**src/verilog/atx_pkg.sv**
```systemverilog
// Functional notes
// - Consumer select high sends status bit 0 zero
// - Shared pin inverted drives bit 6 or 2
// - Professional bit 1 is inverse of pin
// - Consumer rate pins set status bits 24, 25
// - Rate codes: 44.1, 48, 32, 44.1 CD
// - Both rate pins high enter CD submode
// - Transparent mode ignores status pins except the serial status input
// - Passthrough pin selects transparent, marker becomes input
// - Shared input is status data or subcode frame
// - Marker high first 16 bytes, else subcode clock
// - Reset holds both line outputs low
// - All timing from one 128 Fs timebase
// - After reset align so A carries left
// - Strobe moves shift stage to holding, latches C/U/V
// - Input strobe on first edge, one bit period
// - Subcode bit clock is strobe gated by frame
// - After preamble, output strobe loads transmit stage
// - Strobe overlap forces internal realignment

package atx_pkg;

  // ----------------------------------------------------------------
  // Serial input
  // ----------------------------------------------------------------
  localparam int unsigned AUDIO_BITS    = 24;
  localparam logic [4:0]  AUDIO_BITS_C  = 5'h18;
  localparam logic [4:0]  BIT_CNT_ONE   = 5'h01;

  // ----------------------------------------------------------------
  // Subframe timebase, two cells per slot, 64 cells per subframe
  // ----------------------------------------------------------------
  localparam logic [5:0]  CELL_FIRST    = 6'h00;
  localparam logic [5:0]  CELL_LAST     = 6'h3f;
  localparam logic [5:0]  CELL_LDS      = 6'h07;
  localparam logic [4:0]  SLOT_DATA0    = 5'h04;
  localparam int unsigned POS_AUDIO     = 4;
  localparam int unsigned POS_V         = 28;
  localparam int unsigned POS_U         = 29;
  localparam int unsigned POS_C         = 30;
  localparam int unsigned POS_P         = 31;
  localparam logic [7:0]  PRE_BLOCK     = 8'he8;
  localparam logic [7:0]  PRE_CHAN_A    = 8'he2;
  localparam logic [7:0]  PRE_CHAN_B    = 8'he4;

  // ----------------------------------------------------------------
  // Channel status block
  // ----------------------------------------------------------------
  localparam logic [7:0]  FRAME_FIRST   = 8'h00;
  localparam logic [7:0]  FRAME_LAST    = 8'hbf;
  localparam logic [7:0]  MARKER_FRAMES = 8'h80;
  localparam logic [7:0]  CS_FORMAT     = 8'h00;
  localparam logic [7:0]  CS_BIT1       = 8'h01;
  localparam logic [7:0]  CS_BIT2       = 8'h02;
  localparam logic [7:0]  CS_BIT6       = 8'h06;
  localparam logic [7:0]  CS_BIT24      = 8'h18;
  localparam logic [7:0]  CS_BIT25      = 8'h19;
  localparam logic [1:0]  RATE_44K1     = 2'h0;
  localparam logic [1:0]  RATE_48K      = 2'h1;
  localparam logic [1:0]  RATE_32K      = 2'h2;
  localparam logic [1:0]  RATE_CD       = 2'h3;

  typedef struct packed {
    logic c;
    logic u;
    logic v;
  } atx_cuv_t;

  typedef struct packed {
    logic                  left;
    atx_cuv_t              cuv;
    logic [AUDIO_BITS-1:0] audio;
  } atx_word_t;

  typedef enum logic [1:0] {
    ST_ALIGN = 2'b01,
    ST_RUN   = 2'b10
  } atx_state_t;

  // Rate code to {bit24, bit25}
  function automatic logic [1:0] atx_rate_bits(input logic [1:0] code);
    case (code)
      RATE_48K: atx_rate_bits = 2'b01;
      RATE_32K: atx_rate_bits = 2'b11;
      default:  atx_rate_bits = 2'b00;
    endcase
  endfunction

endpackage

```
**src/verilog/atx_serial_in.sv**
```systemverilog
`timescale 1ns/10ps
`default_nettype none

module atx_serial_in (
  // Clock and reset
  input  wire logic              clock_in,
  input  wire logic              sys_rst_in,
  // Serial audio
  input  wire logic              sck_in,
  input  wire logic              frame_sync_in,
  input  wire logic              sdata_in,
  input  wire atx_pkg::atx_cuv_t cuv_in,
  // To transmitter
  output logic                   pld_out,
  output logic                   pld_rise_out,
  output atx_pkg::atx_word_t     hold_out
);
  import atx_pkg::*;

  logic                  sck_prev_ff;
  logic                  fs_prev_ff;
  logic                  armed_ff;
  logic                  arm_left_ff;
  logic                  cur_left_ff;
  logic                  pld_ff;
  logic                  pld_rise_ff;
  logic [4:0]            bit_cnt_ff;
  logic [AUDIO_BITS-1:0] shift_ff;
  atx_word_t             hold_ff;

  wire logic sck_rise  = sck_in & ~sck_prev_ff;
  wire logic fs_edge   = frame_sync_in ^ fs_prev_ff;
  // First bit edge after a frame sync change, same-cycle edge included
  wire logic load      = sck_rise & (armed_ff | fs_edge);
  wire logic nxt_armed = (armed_ff | fs_edge) & ~sck_rise;
  wire logic nxt_left  = fs_edge ? frame_sync_in : arm_left_ff;
  wire logic shifting  = sck_rise & ~load & (bit_cnt_ff < AUDIO_BITS_C);

  always_ff @(posedge clock_in) begin
    if (sys_rst_in) begin
      sck_prev_ff <= 1'b0;
      fs_prev_ff  <= 1'b0;
      armed_ff    <= 1'b0;
      arm_left_ff <= 1'b0;
      pld_rise_ff <= 1'b0;
    end else begin
      sck_prev_ff <= sck_in;
      fs_prev_ff  <= frame_sync_in;
      armed_ff    <= nxt_armed;
      arm_left_ff <= nxt_left;
      pld_rise_ff <= load;
    end
  end

  always_ff @(posedge clock_in) begin
    if (sys_rst_in) begin
      pld_ff <= 1'b0;
    end else if (load) begin
      pld_ff <= 1'b1;
    end else if (sck_rise) begin
      pld_ff <= 1'b0;
    end
  end

  // Parallel transfer and C/U/V latch on the same strobe edge
  always_ff @(posedge clock_in) begin
    if (sys_rst_in) begin
      shift_ff    <= '0;
      bit_cnt_ff  <= '0;
      hold_ff     <= '0;
      cur_left_ff <= 1'b0;
    end else if (load) begin
      hold_ff     <= '{left: cur_left_ff, cuv: cuv_in, audio: shift_ff};
      shift_ff    <= {{(AUDIO_BITS-1){1'b0}}, sdata_in};
      bit_cnt_ff  <= BIT_CNT_ONE;
      cur_left_ff <= nxt_left;
    end else if (shifting) begin
      shift_ff    <= {shift_ff[AUDIO_BITS-2:0], sdata_in};
      bit_cnt_ff  <= bit_cnt_ff + BIT_CNT_ONE;
    end
  end

  assign pld_out      = pld_ff;
  assign pld_rise_out = pld_rise_ff;
  assign hold_out     = hold_ff;
endmodule // atx_serial_in

`default_nettype wire

```
**src/verilog/atx_tx_pins.sv**
```systemverilog
`timescale 1ns/10ps
`default_nettype none

module atx_tx_pins (
  // Clock and reset
  input  wire logic clock_in,
  input  wire logic sys_rst_in,
  // Serial audio source
  input  wire logic sck_in,
  input  wire logic frame_sync_in,
  input  wire logic sdata_in,
  input  wire logic user_in,
  input  wire logic validity_in,
  // Control pins
  input  wire logic broadcast_format_select_n_in,
  input  wire logic status_bit6_or_bit2_n_in,
  input  wire logic status_bit1_or_rate_code0_in,
  input  wire logic passthrough_or_rate_code1_in,
  input  wire logic status_in_or_subcode_frame_in,
  // Block marker / subcode bit clock pin
  input  wire logic block_marker_or_subcode_bitclk_in,
  output logic      block_marker_or_subcode_bitclk_out,
  output logic      block_marker_or_subcode_bitclk_oe_out,
  // Line driver
  output logic      line_out_pos_out,
  output logic      line_out_neg_out,
  // Status
  output logic      cd_mode_out,
  output logic      transparent_out,
  output logic      in_sync_out
);
  import atx_pkg::*;

  // ----------------------------------------------------------------
  // Mode decode
  // ----------------------------------------------------------------
  wire logic       consumer  = broadcast_format_select_n_in;
  wire logic       transp    = ~consumer & passthrough_or_rate_code1_in;
  wire logic [1:0] rate_code = {passthrough_or_rate_code1_in, status_bit1_or_rate_code0_in};
  wire logic       cd        = consumer & (rate_code == RATE_CD);
  wire logic [1:0] rate_bits = atx_rate_bits(rate_code);
  wire logic       subcode_frame_clock       = status_in_or_subcode_frame_in;

  // Shared input is status data except in CD submode
  wire atx_cuv_t   cuv_pins  = '{c: subcode_frame_clock & ~cd, u: user_in, v: validity_in};

  logic      input_load_strobe;
  logic      pld_rise;
  atx_word_t hold_word;

  atx_serial_in u_serial_in (
    .clock_in      (clock_in),
    .sys_rst_in    (sys_rst_in),
    .sck_in        (sck_in),
    .frame_sync_in (frame_sync_in),
    .sdata_in      (sdata_in),
    .cuv_in        (cuv_pins),
    .pld_out       (input_load_strobe),
    .pld_rise_out  (pld_rise),
    .hold_out      (hold_word)
  );

  // ----------------------------------------------------------------
  // Timebase
  // ----------------------------------------------------------------
  atx_state_t  state_ff;
  logic        half_ff;
  logic [5:0]  cell_ff;
  logic        chan_b_ff;
  logic [7:0]  frame_ff;
  logic        blk_prev_ff;
  logic        blk_seen_ff;

  // Transparent master clock runs at twice the rate, so halve it
  wire logic tick      = ~transp | half_ff;
  wire logic running   = (state_ff == ST_RUN);
  wire logic output_load_strobe       = running & tick & (cell_ff == CELL_LDS);
  wire logic overlap   = output_load_strobe & input_load_strobe;
  wire logic align_go  = (state_ff == ST_ALIGN) & pld_rise & hold_word.left;
  wire logic sub_end   = running & tick & (cell_ff == CELL_LAST);
  wire logic frame_end = sub_end & chan_b_ff;
  wire logic blk_rise  = block_marker_or_subcode_bitclk_in & ~blk_prev_ff;
  wire logic blk_take  = frame_end & blk_seen_ff;
  // Marker edge raised in the consuming cycle is kept
  wire logic nxt_seen  = transp & (blk_rise | (blk_seen_ff & ~blk_take));
  wire logic [7:0] nxt_frame = (blk_take || frame_ff == FRAME_LAST) ?
                               FRAME_FIRST : frame_ff + 8'h01;

  always_ff @(posedge clock_in) begin
    if (sys_rst_in) begin
      state_ff <= ST_ALIGN;
    end else begin
      case (state_ff)
        ST_ALIGN: if (align_go) state_ff <= ST_RUN;
        ST_RUN:   if (overlap) state_ff <= ST_ALIGN;
        default:  state_ff <= ST_ALIGN;
      endcase
    end
  end

  always_ff @(posedge clock_in) begin
    if (sys_rst_in || !running) begin
      half_ff     <= 1'b0;
      cell_ff     <= CELL_FIRST;
      chan_b_ff   <= 1'b0;
      frame_ff    <= FRAME_FIRST;
    end else if (tick) begin
      half_ff     <= ~half_ff;
      cell_ff     <= cell_ff + 6'h01;
      if (sub_end) chan_b_ff <= ~chan_b_ff;
      if (frame_end) frame_ff <= nxt_frame;
    end else begin
      half_ff     <= ~half_ff;
    end
  end

  always_ff @(posedge clock_in) begin
    if (sys_rst_in) begin
      blk_prev_ff <= 1'b0;
      blk_seen_ff <= 1'b0;
    end else begin
      blk_prev_ff <= block_marker_or_subcode_bitclk_in;
      blk_seen_ff <= nxt_seen;
    end
  end

  // ----------------------------------------------------------------
  // Channel status from pins
  // ----------------------------------------------------------------
  // Indexed by frame only, so A and B carry the same pin bits
  wire logic is_fmt   = (frame_ff == CS_FORMAT);
  wire logic is_b1    = (frame_ff == CS_BIT1);
  wire logic is_b2    = (frame_ff == CS_BIT2);
  wire logic is_b6    = (frame_ff == CS_BIT6);
  wire logic is_b24   = (frame_ff == CS_BIT24);
  wire logic is_b25   = (frame_ff == CS_BIT25);
  wire logic pro_cs   = is_fmt | (is_b1 & ~status_bit1_or_rate_code0_in)
                      | (is_b6 & ~status_bit6_or_bit2_n_in);
  wire logic con_cs   = (is_b2 & ~status_bit6_or_bit2_n_in)
                      | (is_b24 & rate_bits[1]) | (is_b25 & rate_bits[0]);
  wire logic pin_cs   = ~transp & (consumer ? con_cs : pro_cs);
  // Serial status input is ORed over the pin bits; no CRC byte is generated
  wire logic cs_bit   = pin_cs | hold_word.cuv.c;
  wire logic [31:0] load_word = {1'b0, cs_bit, hold_word.cuv.u, hold_word.cuv.v,
                                 hold_word.audio, 4'h0};
  wire logic parity   = ^load_word[POS_C:POS_AUDIO];

  // ----------------------------------------------------------------
  // Transmit stage and biphase-mark encoder
  // ----------------------------------------------------------------
  logic [31:0] tx_ff;
  logic        level_ff;
  logic        pre_inv_ff;

  wire logic [4:0] slot     = cell_ff[5:1];
  wire logic [7:0] pre_sel  = chan_b_ff ? PRE_CHAN_B :
                              (frame_ff == FRAME_FIRST ? PRE_BLOCK : PRE_CHAN_A);
  wire logic       inv_now  = (cell_ff == CELL_FIRST) ? level_ff : pre_inv_ff;
  wire logic       pre_cell = pre_sel[~cell_ff[2:0]] ^ inv_now;
  wire logic       data_lvl = cell_ff[0] ? level_ff ^ tx_ff[slot] : ~level_ff;
  wire logic       nxt_lvl  = (slot < SLOT_DATA0) ? pre_cell : data_lvl;

  always_ff @(posedge clock_in) begin
    if (sys_rst_in) begin
      tx_ff <= '0;
    end else if (output_load_strobe) begin
      tx_ff <= {parity, load_word[POS_C:0]};
    end
  end

  always_ff @(posedge clock_in) begin
    if (sys_rst_in || !running) begin
      level_ff   <= 1'b0;
      pre_inv_ff <= 1'b0;
    end else if (tick) begin
      level_ff   <= nxt_lvl;
      if (cell_ff == CELL_FIRST) pre_inv_ff <= level_ff;
    end
  end

  // ----------------------------------------------------------------
  // Output pins
  // ----------------------------------------------------------------
  wire logic marker_lvl = running & (frame_ff < MARKER_FRAMES);
  wire logic sbc_lvl    = input_load_strobe & ~subcode_frame_clock;
  wire logic nxt_blk    = cd ? sbc_lvl : marker_lvl;

  always_ff @(posedge clock_in) begin
    if (sys_rst_in) begin
      line_out_pos_out                      <= 1'b0;
      line_out_neg_out                      <= 1'b0;
      block_marker_or_subcode_bitclk_out    <= 1'b0;
      block_marker_or_subcode_bitclk_oe_out <= 1'b0;
      cd_mode_out                           <= 1'b0;
      transparent_out                       <= 1'b0;
      in_sync_out                           <= 1'b0;
    end else begin
      line_out_pos_out                      <= running & nxt_lvl;
      line_out_neg_out                      <= running & ~nxt_lvl;
      block_marker_or_subcode_bitclk_out    <= nxt_blk & ~transp;
      block_marker_or_subcode_bitclk_oe_out <= ~transp;
      cd_mode_out                           <= cd;
      transparent_out                       <= transp;
      in_sync_out                           <= running & ~overlap;
    end
  end
endmodule // atx_tx_pins

`default_nettype wire
```
**config.mk**
```make
export PLATFORM = sky130hd
export DESIGN_NAME = atx_tx_pins
export DESIGN_NICKNAME = d
export VERILOG_FILES = /design/src/verilog/atx_pkg.sv /design/src/verilog/atx_serial_in.sv /design/src/verilog/atx_tx_pins.sv
export SDC_FILE = /design/constraint.sdc
export NUM_CORES = 1
export LEC_CHECK = 0
export CORE_MARGIN = 4
export CORE_UTILIZATION = 45
export DETAILED_ROUTE_END_ITERATION = 8
export DONT_BUFFER_PORTS = 1
export GPL_TIMING_DRIVEN = 1
export PLACE_DENSITY = 0.68
export REMOVE_ABC_BUFFERS = 1
export SLEW_MARGIN = 30
export SYNTH_ARGS = -nofsm -noshare
export SYNTH_HDL_FRONTEND = slang
export SYNTH_HIERARCHICAL = 1
export SYNTH_SLANG_ARGS = --single-unit
export TNS_END_PERCENT = 20
```
**constraint.sdc**
```tcl
create_clock -name clock_in -period 4.3 [get_ports clock_in]
set_input_delay 0.215 -clock clock_in [delete_from_list [all_inputs] [get_ports clock_in]]
set_output_delay 0.215 -clock clock_in [all_outputs]
set_load 0.01 [all_outputs]
```
### Word-level counts from Yosys, hierarchy flattened

Cells that the tools add are included.
W data, S select, Z words.

* reduce and logical (&&, ||, !) cells: 12
* bitwise gates (word level): 59
* add/subtract/negate cells: 3
* $lt $le $gt $ge: 5
* mux-type cells: 23
* eq/ne operators: 15

Operators by type and width (count)
* $and A1 B1 Y1: 31
* $reduce_xor A27 Y1: 1
* $eq A8 B5 Y1 const B: 2
* $not A1 Y1: 16
* $mux W1: 14
* $add A8 B1 Y8 const B: 1
* $eq A8 B1 Y1 const B: 1
* $eq A8 B2 Y1 const B: 1
* $eq A8 B3 Y1 const B: 1
* $eq A8 B8 Y1 const B: 1
* $logic_not A8 Y1: 1
* $lt A8 B8 Y1 const B: 1
* $mux W4: 2
* $mux W8: 1
* $or A1 B1 Y1: 8
* $pmux W2 S2: 2
* $add A6 B1 Y6 const B: 1
* $eq A2 B2 Y1 const B: 3
* $eq A6 B3 Y1 const B: 1
* $eq A6 B6 Y1 const B: 1
* $logic_not A6 Y1: 1
* $lt A5 B6 Y1 const B: 1
* $reduce_and A2 Y1: 3
* $add A5 B1 Y5 const B: 1
* other kinds (15): 21

* output and inout port bits: 7
* bits in registers: 121
* word-level logic and storage cells: 150
* input bits: 13

### Depth between registers and ports, before layout

* depth after elaboration: 12
* depth in mapped cells: 8
* depth with buffers taken out: 8

### By module

Netlist, hierarchy kept.

Modules (own cells, without submodules)
* atx_tx_pins: instances 1, cells an instance 337, seq. area each 1141.1 µm², area each 2907.8 µm²
* atx_serial_in: instances 1, cells an instance 278, seq. area each 1281.2 µm², area each 2260.9 µm²

### Worst setup path after synthesis

OpenSTA, ideal clock, no wires.

* path kind: register to register
* start: register frame_ff[0]
* end: register line_out_pos_out
* stages on the path, launching flop included: 9
* clock period less this slack: 2.492 ns
* library setup time: 0.116 ns
* slack: 1.808 ns
* path buffers: 0
* required time: 4.184 ns
* arrival: 2.376 ns
* cell sequence: dfxtp_1 -> inv_1 -> ha_1 -> or4b_4 -> or3_1 -> a211o_1 -> a41o_1 -> or3_1 -> and3b_1

* cells in the longest elaborated chain, start to end: 8

RTL lines
* from (decl): line atx_tx_pins.sv:70 `logic [7:0] frame_ff;`
* from (signal assigned): line atx_tx_pins.sv:111 `if (frame_end) frame_ff <= nxt_frame;`
* $logic_not A8 Y1: line atx_tx_pins.sv:157 `(frame_ff == FRAME_FIRST ? PRE_BLOCK : PRE_CHAN_A);`
* $mux W4: line atx_tx_pins.sv:157
* $mux W4: line atx_tx_pins.sv:156 `wire logic [7:0] pre_sel = chan_b_ff ? PRE_CHAN_B :`
* $bmux W1 S3: line atx_tx_pins.sv:159 `wire logic pre_cell = pre_sel[~cell_ff[2:0]] ^ inv_now;`
* $mux W1 (not written as such): line atx_tx_pins.sv:159
* $xor A1 B1 Y1: line atx_tx_pins.sv:159
* $mux W1: line atx_tx_pins.sv:161 `wire logic nxt_lvl = (slot < SLOT_DATA0) ? pre_cell : data_lvl;`
* $and A1 B1 Y1: line atx_tx_pins.sv:198 `line_out_pos_out <= running & nxt_lvl;`
* to (signal assigned): line atx_tx_pins.sv:198
* to (decl): line atx_tx_pins.sv:25 `output logic line_out_pos_out,`

Every way passes these cells. The select of a mux whose other input is x is not followed.
A chain may end at the register's enable or synchronous reset.

### Worst setup path in the final report

Ends and elaborated chain as after synthesis.

==> impl_metrics.py <==
metrics = {
    "outcome": {
        "status": "complete, no violations",
    },
    "route": {
        "routed_via_density": 5.29,
        "drt-initial-drc-count": 298,
        "drt_first_pass_iters": 4,
        "via_count": 4026,
        "wl_per_cell_microns": 14.1,
        "drc_errors": 0,
        "routed_wl_microns": 10700,
        "count_of_antenna_violating_nets_left_after_detailed_routing": 0,
    },
    "synth": {
        "yosys-mux-area-fraction": 0.0349,
        "post_synth_instance_area_sq_um": 5170,
        "post_synthesis_xor_xnor_area_fraction": 0.0753,
        "synth_sequential_area_ratio": 0.469,
        "ys.flop_type": "sky130_fd_sc_hd__dfxtp_1",
        "number_of_synthesized_flops_with_an_enable_pin": 0,
        "synth-simple-area-share": 0.224,
        "compound_gate_portion_of_the_synthesized_area": 0.129,
        "synth_top_family_by_area": "simple AND/OR/NAND/NOR gates",
        "synthesis.area_per_instance_sq_um": 8.40,
        "synthDistinctLibCells": 53,
        "synth-async-reset-ratio": 0,
        "synth_fa_ha_area_frac": 0.0242,
        "synth_warnings": 6,
        "ys_seq_elements": 121,
        "netlist_instances": 615,
    },
    "critical_path": {
        "worstSetupStartpoint": "frame_ff[0]",
        "reg2reg_depth": 8,
        "cp_data_required_time_ns": 4.60,
        "worst_reg2reg_setup_slack_ns": 1.60,
        "path_class": "flop to flop",
        "critPathCaptureType": "flop",
        "setup.worst_path.end": "line_out_pos_out",
        "critical_path.startpoint_type": "flop",
        "rr_startpoint": "frame_ff[0]",
        "worst-endpoint-arrival_ns": 3.00,
        "r2r_end": "line_out_pos_out",
        "worst-path-max-fanout": 5,
    },
    "die": {
        "fp-row-count": 38,
        "floorplan.die_area_sq_um": 13300,
        "core-area_sq_um": 11000,
        "floorplan.io_pins": 20,
        "die_height_microns": 115,
        "die_w_microns": 115,
        "start_util": 0.469,
    },
    "finish": {
        "final_nets": 631,
        "instances_no_fill": 761,
        "layout-drive-gt1-share": 0.0821,
        "antenna_cells": 0,
        "fin_area_sq_um": 5900,
        "postLayoutCoreUtil": 0.535,
        "area_growth_syn_to_layout_pct": 14.2,
    },
    "job": {
        "drv.max_cap_violation_count": 0,
    },
    "placement": {
        "gp_routability_congestion": 0.824,
        "post-place-ws_ns": 1.69,
        "dp_hpwl_microns": 7010,
        "post_dp_cell_area_sq_um": 5190,
        "numPortBuffers": 0,
        "placedCellCount": 721,
    },
    "global_route": {
        "grt_start_max_net_pins": 72,
        "grt.total_usage": 0.176,
        "grt_antenna_before_repair": 0,
        "gr-total-overflow": 0,
        "first_global_vias": 3856,
        "global_route_wire_length_before_repair_microns": 18400,
    },
    "min_path": {
        "holdCritPathClass": "input pin to flop",
    },
    "sta": {
        "post-route-period-util": 0.628,
        "rsz0062_at_grt": "false",
        "min_tclk_post_route_ns": 2.70,
        "final_critical_path_setup_slack_ns": 1.60,
        "fin_tns_setup_ns": 0,
        "report.final.slew_viol_count": 0,
        "tightest_slew_ns": 0.937,
        "fin_worst_skew_ns": 0.00467,
        "fmaxAchievable_mhz": 370,
        "max-slew-margin-rel": 0.375,
        "final.hold.worst_slack_ns": 0.0316,
        "setup-violations-final": 0,
        "hold_viol_final": 0,
    },
    "cts": {
        "insertion_delay_ns": 0.41,
        "clk_path_buf_depth": 2,
        "cts.reportedPaths.clkPinSlew_ns": 0.05,
        "depth_of_the_cts_h_tree": 4,
        "tritoncts.num_buffers": 17,
        "clkSinkCount": 121,
        "tritoncts_clock_tree": "built",
        "clock_tree.root_cell": "sky130_fd_sc_hd__clkbuf_16",
        "cts_resized": 0,
    },
    "pwr": {
        "report.power.total_mw": 2.70,
        "pwr_density_cell_nw_per_um2": 458,
        "power.leakage_nw": 2.01,
        "ir_worst_vdd_v": 0.000315,
    },
}
[cells in the mapped netlist, types with 4 or more instances]
| cell type | count | area [sq um] |
|---|---|---|
| sky130_fd_sc_hd__buf_2 | 15 | 75.1 |
| sky130_fd_sc_hd__nand2b_1 | 4 | 25.0 |
| sky130_fd_sc_hd__dfxtp_1 | 121 | 2420 |
| sky130_fd_sc_hd__nor2b_1 | 10 | 62.6 |
| sky130_fd_sc_hd__nor2_1 | 34 | 128 |
| sky130_fd_sc_hd__nand4_1 | 7 | 43.8 |
| sky130_fd_sc_hd__nand3_1 | 7 | 35.0 |
| sky130_fd_sc_hd__a21oi_1 | 93 | 465 |
| sky130_fd_sc_hd__ha_1 | 10 | 125 |
| sky130_fd_sc_hd__nand2_1 | 176 | 661 |
| sky130_fd_sc_hd__clkbuf_1 | 18 | 67.6 |
| sky130_fd_sc_hd__inv_1 | 11 | 41.3 |
| sky130_fd_sc_hd__o21ai_0 | 4 | 20.0 |
| sky130_fd_sc_hd__xnor2_1 | 31 | 272 |
| sky130_fd_sc_hd__xor2_1 | 9 | 78.8 |
| sky130_fd_sc_hd__nor3_1 | 4 | 20.0 |
| sky130_fd_sc_hd__mux4_2 | 8 | 180 |
| sky130_fd_sc_hd__a211oi_1 | 4 | 30.0 |
| sky130_fd_sc_hd__or3_1 | 5 | 31.3 |
[layout make-up]
class / count / area (sq um)
clock buffer: 23 / 468
clock inverter: 9 / 145
fill: 1027 / 5130
inverter: 11 / 41.3
multi-input combinational: 445 / 2520
sequential: 121 / 2420
tap: 140 / 175
timing repair buffer: 12 / 128
[critical path, cell delays in order (launching register included)]
cell and delay (ns):
sky130_fd_sc_hd__dfxtp_1 0.35, sky130_fd_sc_hd__inv_1 0.12, sky130_fd_sc_hd__ha_1 0.21, sky130_fd_sc_hd__or4b_4 0.47
sky130_fd_sc_hd__or3_1 0.34, sky130_fd_sc_hd__a211o_1 0.33, sky130_fd_sc_hd__a41o_1 0.24, sky130_fd_sc_hd__or3_1 0.35
sky130_fd_sc_hd__and3b_1 0.18
[cells by family (layout without fill, tap and decap cells)]
group / after synthesis / count (layout)
muxes: 8 / 8
and+or+nand+nor: 265 / 265
adders and majority gates: 10 / 10
DFF: 121 / 121
xor gates and xnor gates: 42 / 42
buffers and inverters: 49 / 55
AOI/OAI and AO/OA: 120 / 120
[how the worst min path moves through the flow]
stage                     cells past startpoint  slack (ns)                           from                            endpoint
final                                         3        0.03  status_in_or_subcode_frame_in  block_marker_or_subcode_bitclk_out
after detailed placement                      1        0.30                     sys_rst_in            u_serial_in/hold_out[24]
after CTS                                     3        0.01  status_in_or_subcode_frame_in  block_marker_or_subcode_bitclk_out
after global placement                        1        0.30                     sys_rst_in            u_serial_in/hold_out[24]
after global routing                          3        0.03  status_in_or_subcode_frame_in  block_marker_or_subcode_bitclk_out
after floorplan                               1        0.28                     sys_rst_in                           tx_ff[10]
[power breakdown]
part / internal [mW] / switching [mW]
Clock: 0.994 / 0.470
Combinational: 0.0317 / 0.0633
Sequential: 1.13 / 0.00785
Total: 2.16 / 0.541
[registers in the layout, summed over array words and instances (netlist names), 2 cells and up]
signal / cells
frame_ff: 8
u_serial_in/bit_cnt_ff: 5
u_serial_in/shift_ff: 24
state_ff: 2
tx_ff: 28
cell_ff: 6
u_serial_in/hold_out: 28
[metal layers]
layer | vias up | share of wire | track usage
li1 | 2040 | - | -
met2 | 58 | 0.49 | 0.284
met3 | 14 | 0.040 | 0.0537
met1 | 1914 | 0.45 | 0.218
met5 | - | 0 | 0
met4 | 0 | 0.015 | 0.0736
[repair_timing]
item	4_1_cts	5_1_grt
setup endpoints to repair	0	0
endpoints found under the hold margin	71	0
hold buffers	8	0
buffers inserted	0	0
[cell usage in the layout, fill, tap and decap left out, types with 7 or more instances in the layout]
cell type                       count
sky130_fd_sc_hd__dfxtp_1          121
sky130_fd_sc_hd__nor2b_1           10
sky130_fd_sc_hd__xnor2_1           31
sky130_fd_sc_hd__nand4_1            7
sky130_fd_sc_hd__clkbuf_16         17
sky130_fd_sc_hd__a21oi_1           93
sky130_fd_sc_hd__nor2_1            34
sky130_fd_sc_hd__nand2_1          176
sky130_fd_sc_hd__xor2_1             9
sky130_fd_sc_hd__mux4_2             8
sky130_fd_sc_hd__ha_1              10
sky130_fd_sc_hd__dlygate4sd3_1      7
sky130_fd_sc_hd__inv_1             11
sky130_fd_sc_hd__nand3_1            7
No activity file was read; power rests on OpenSTA's default activity.
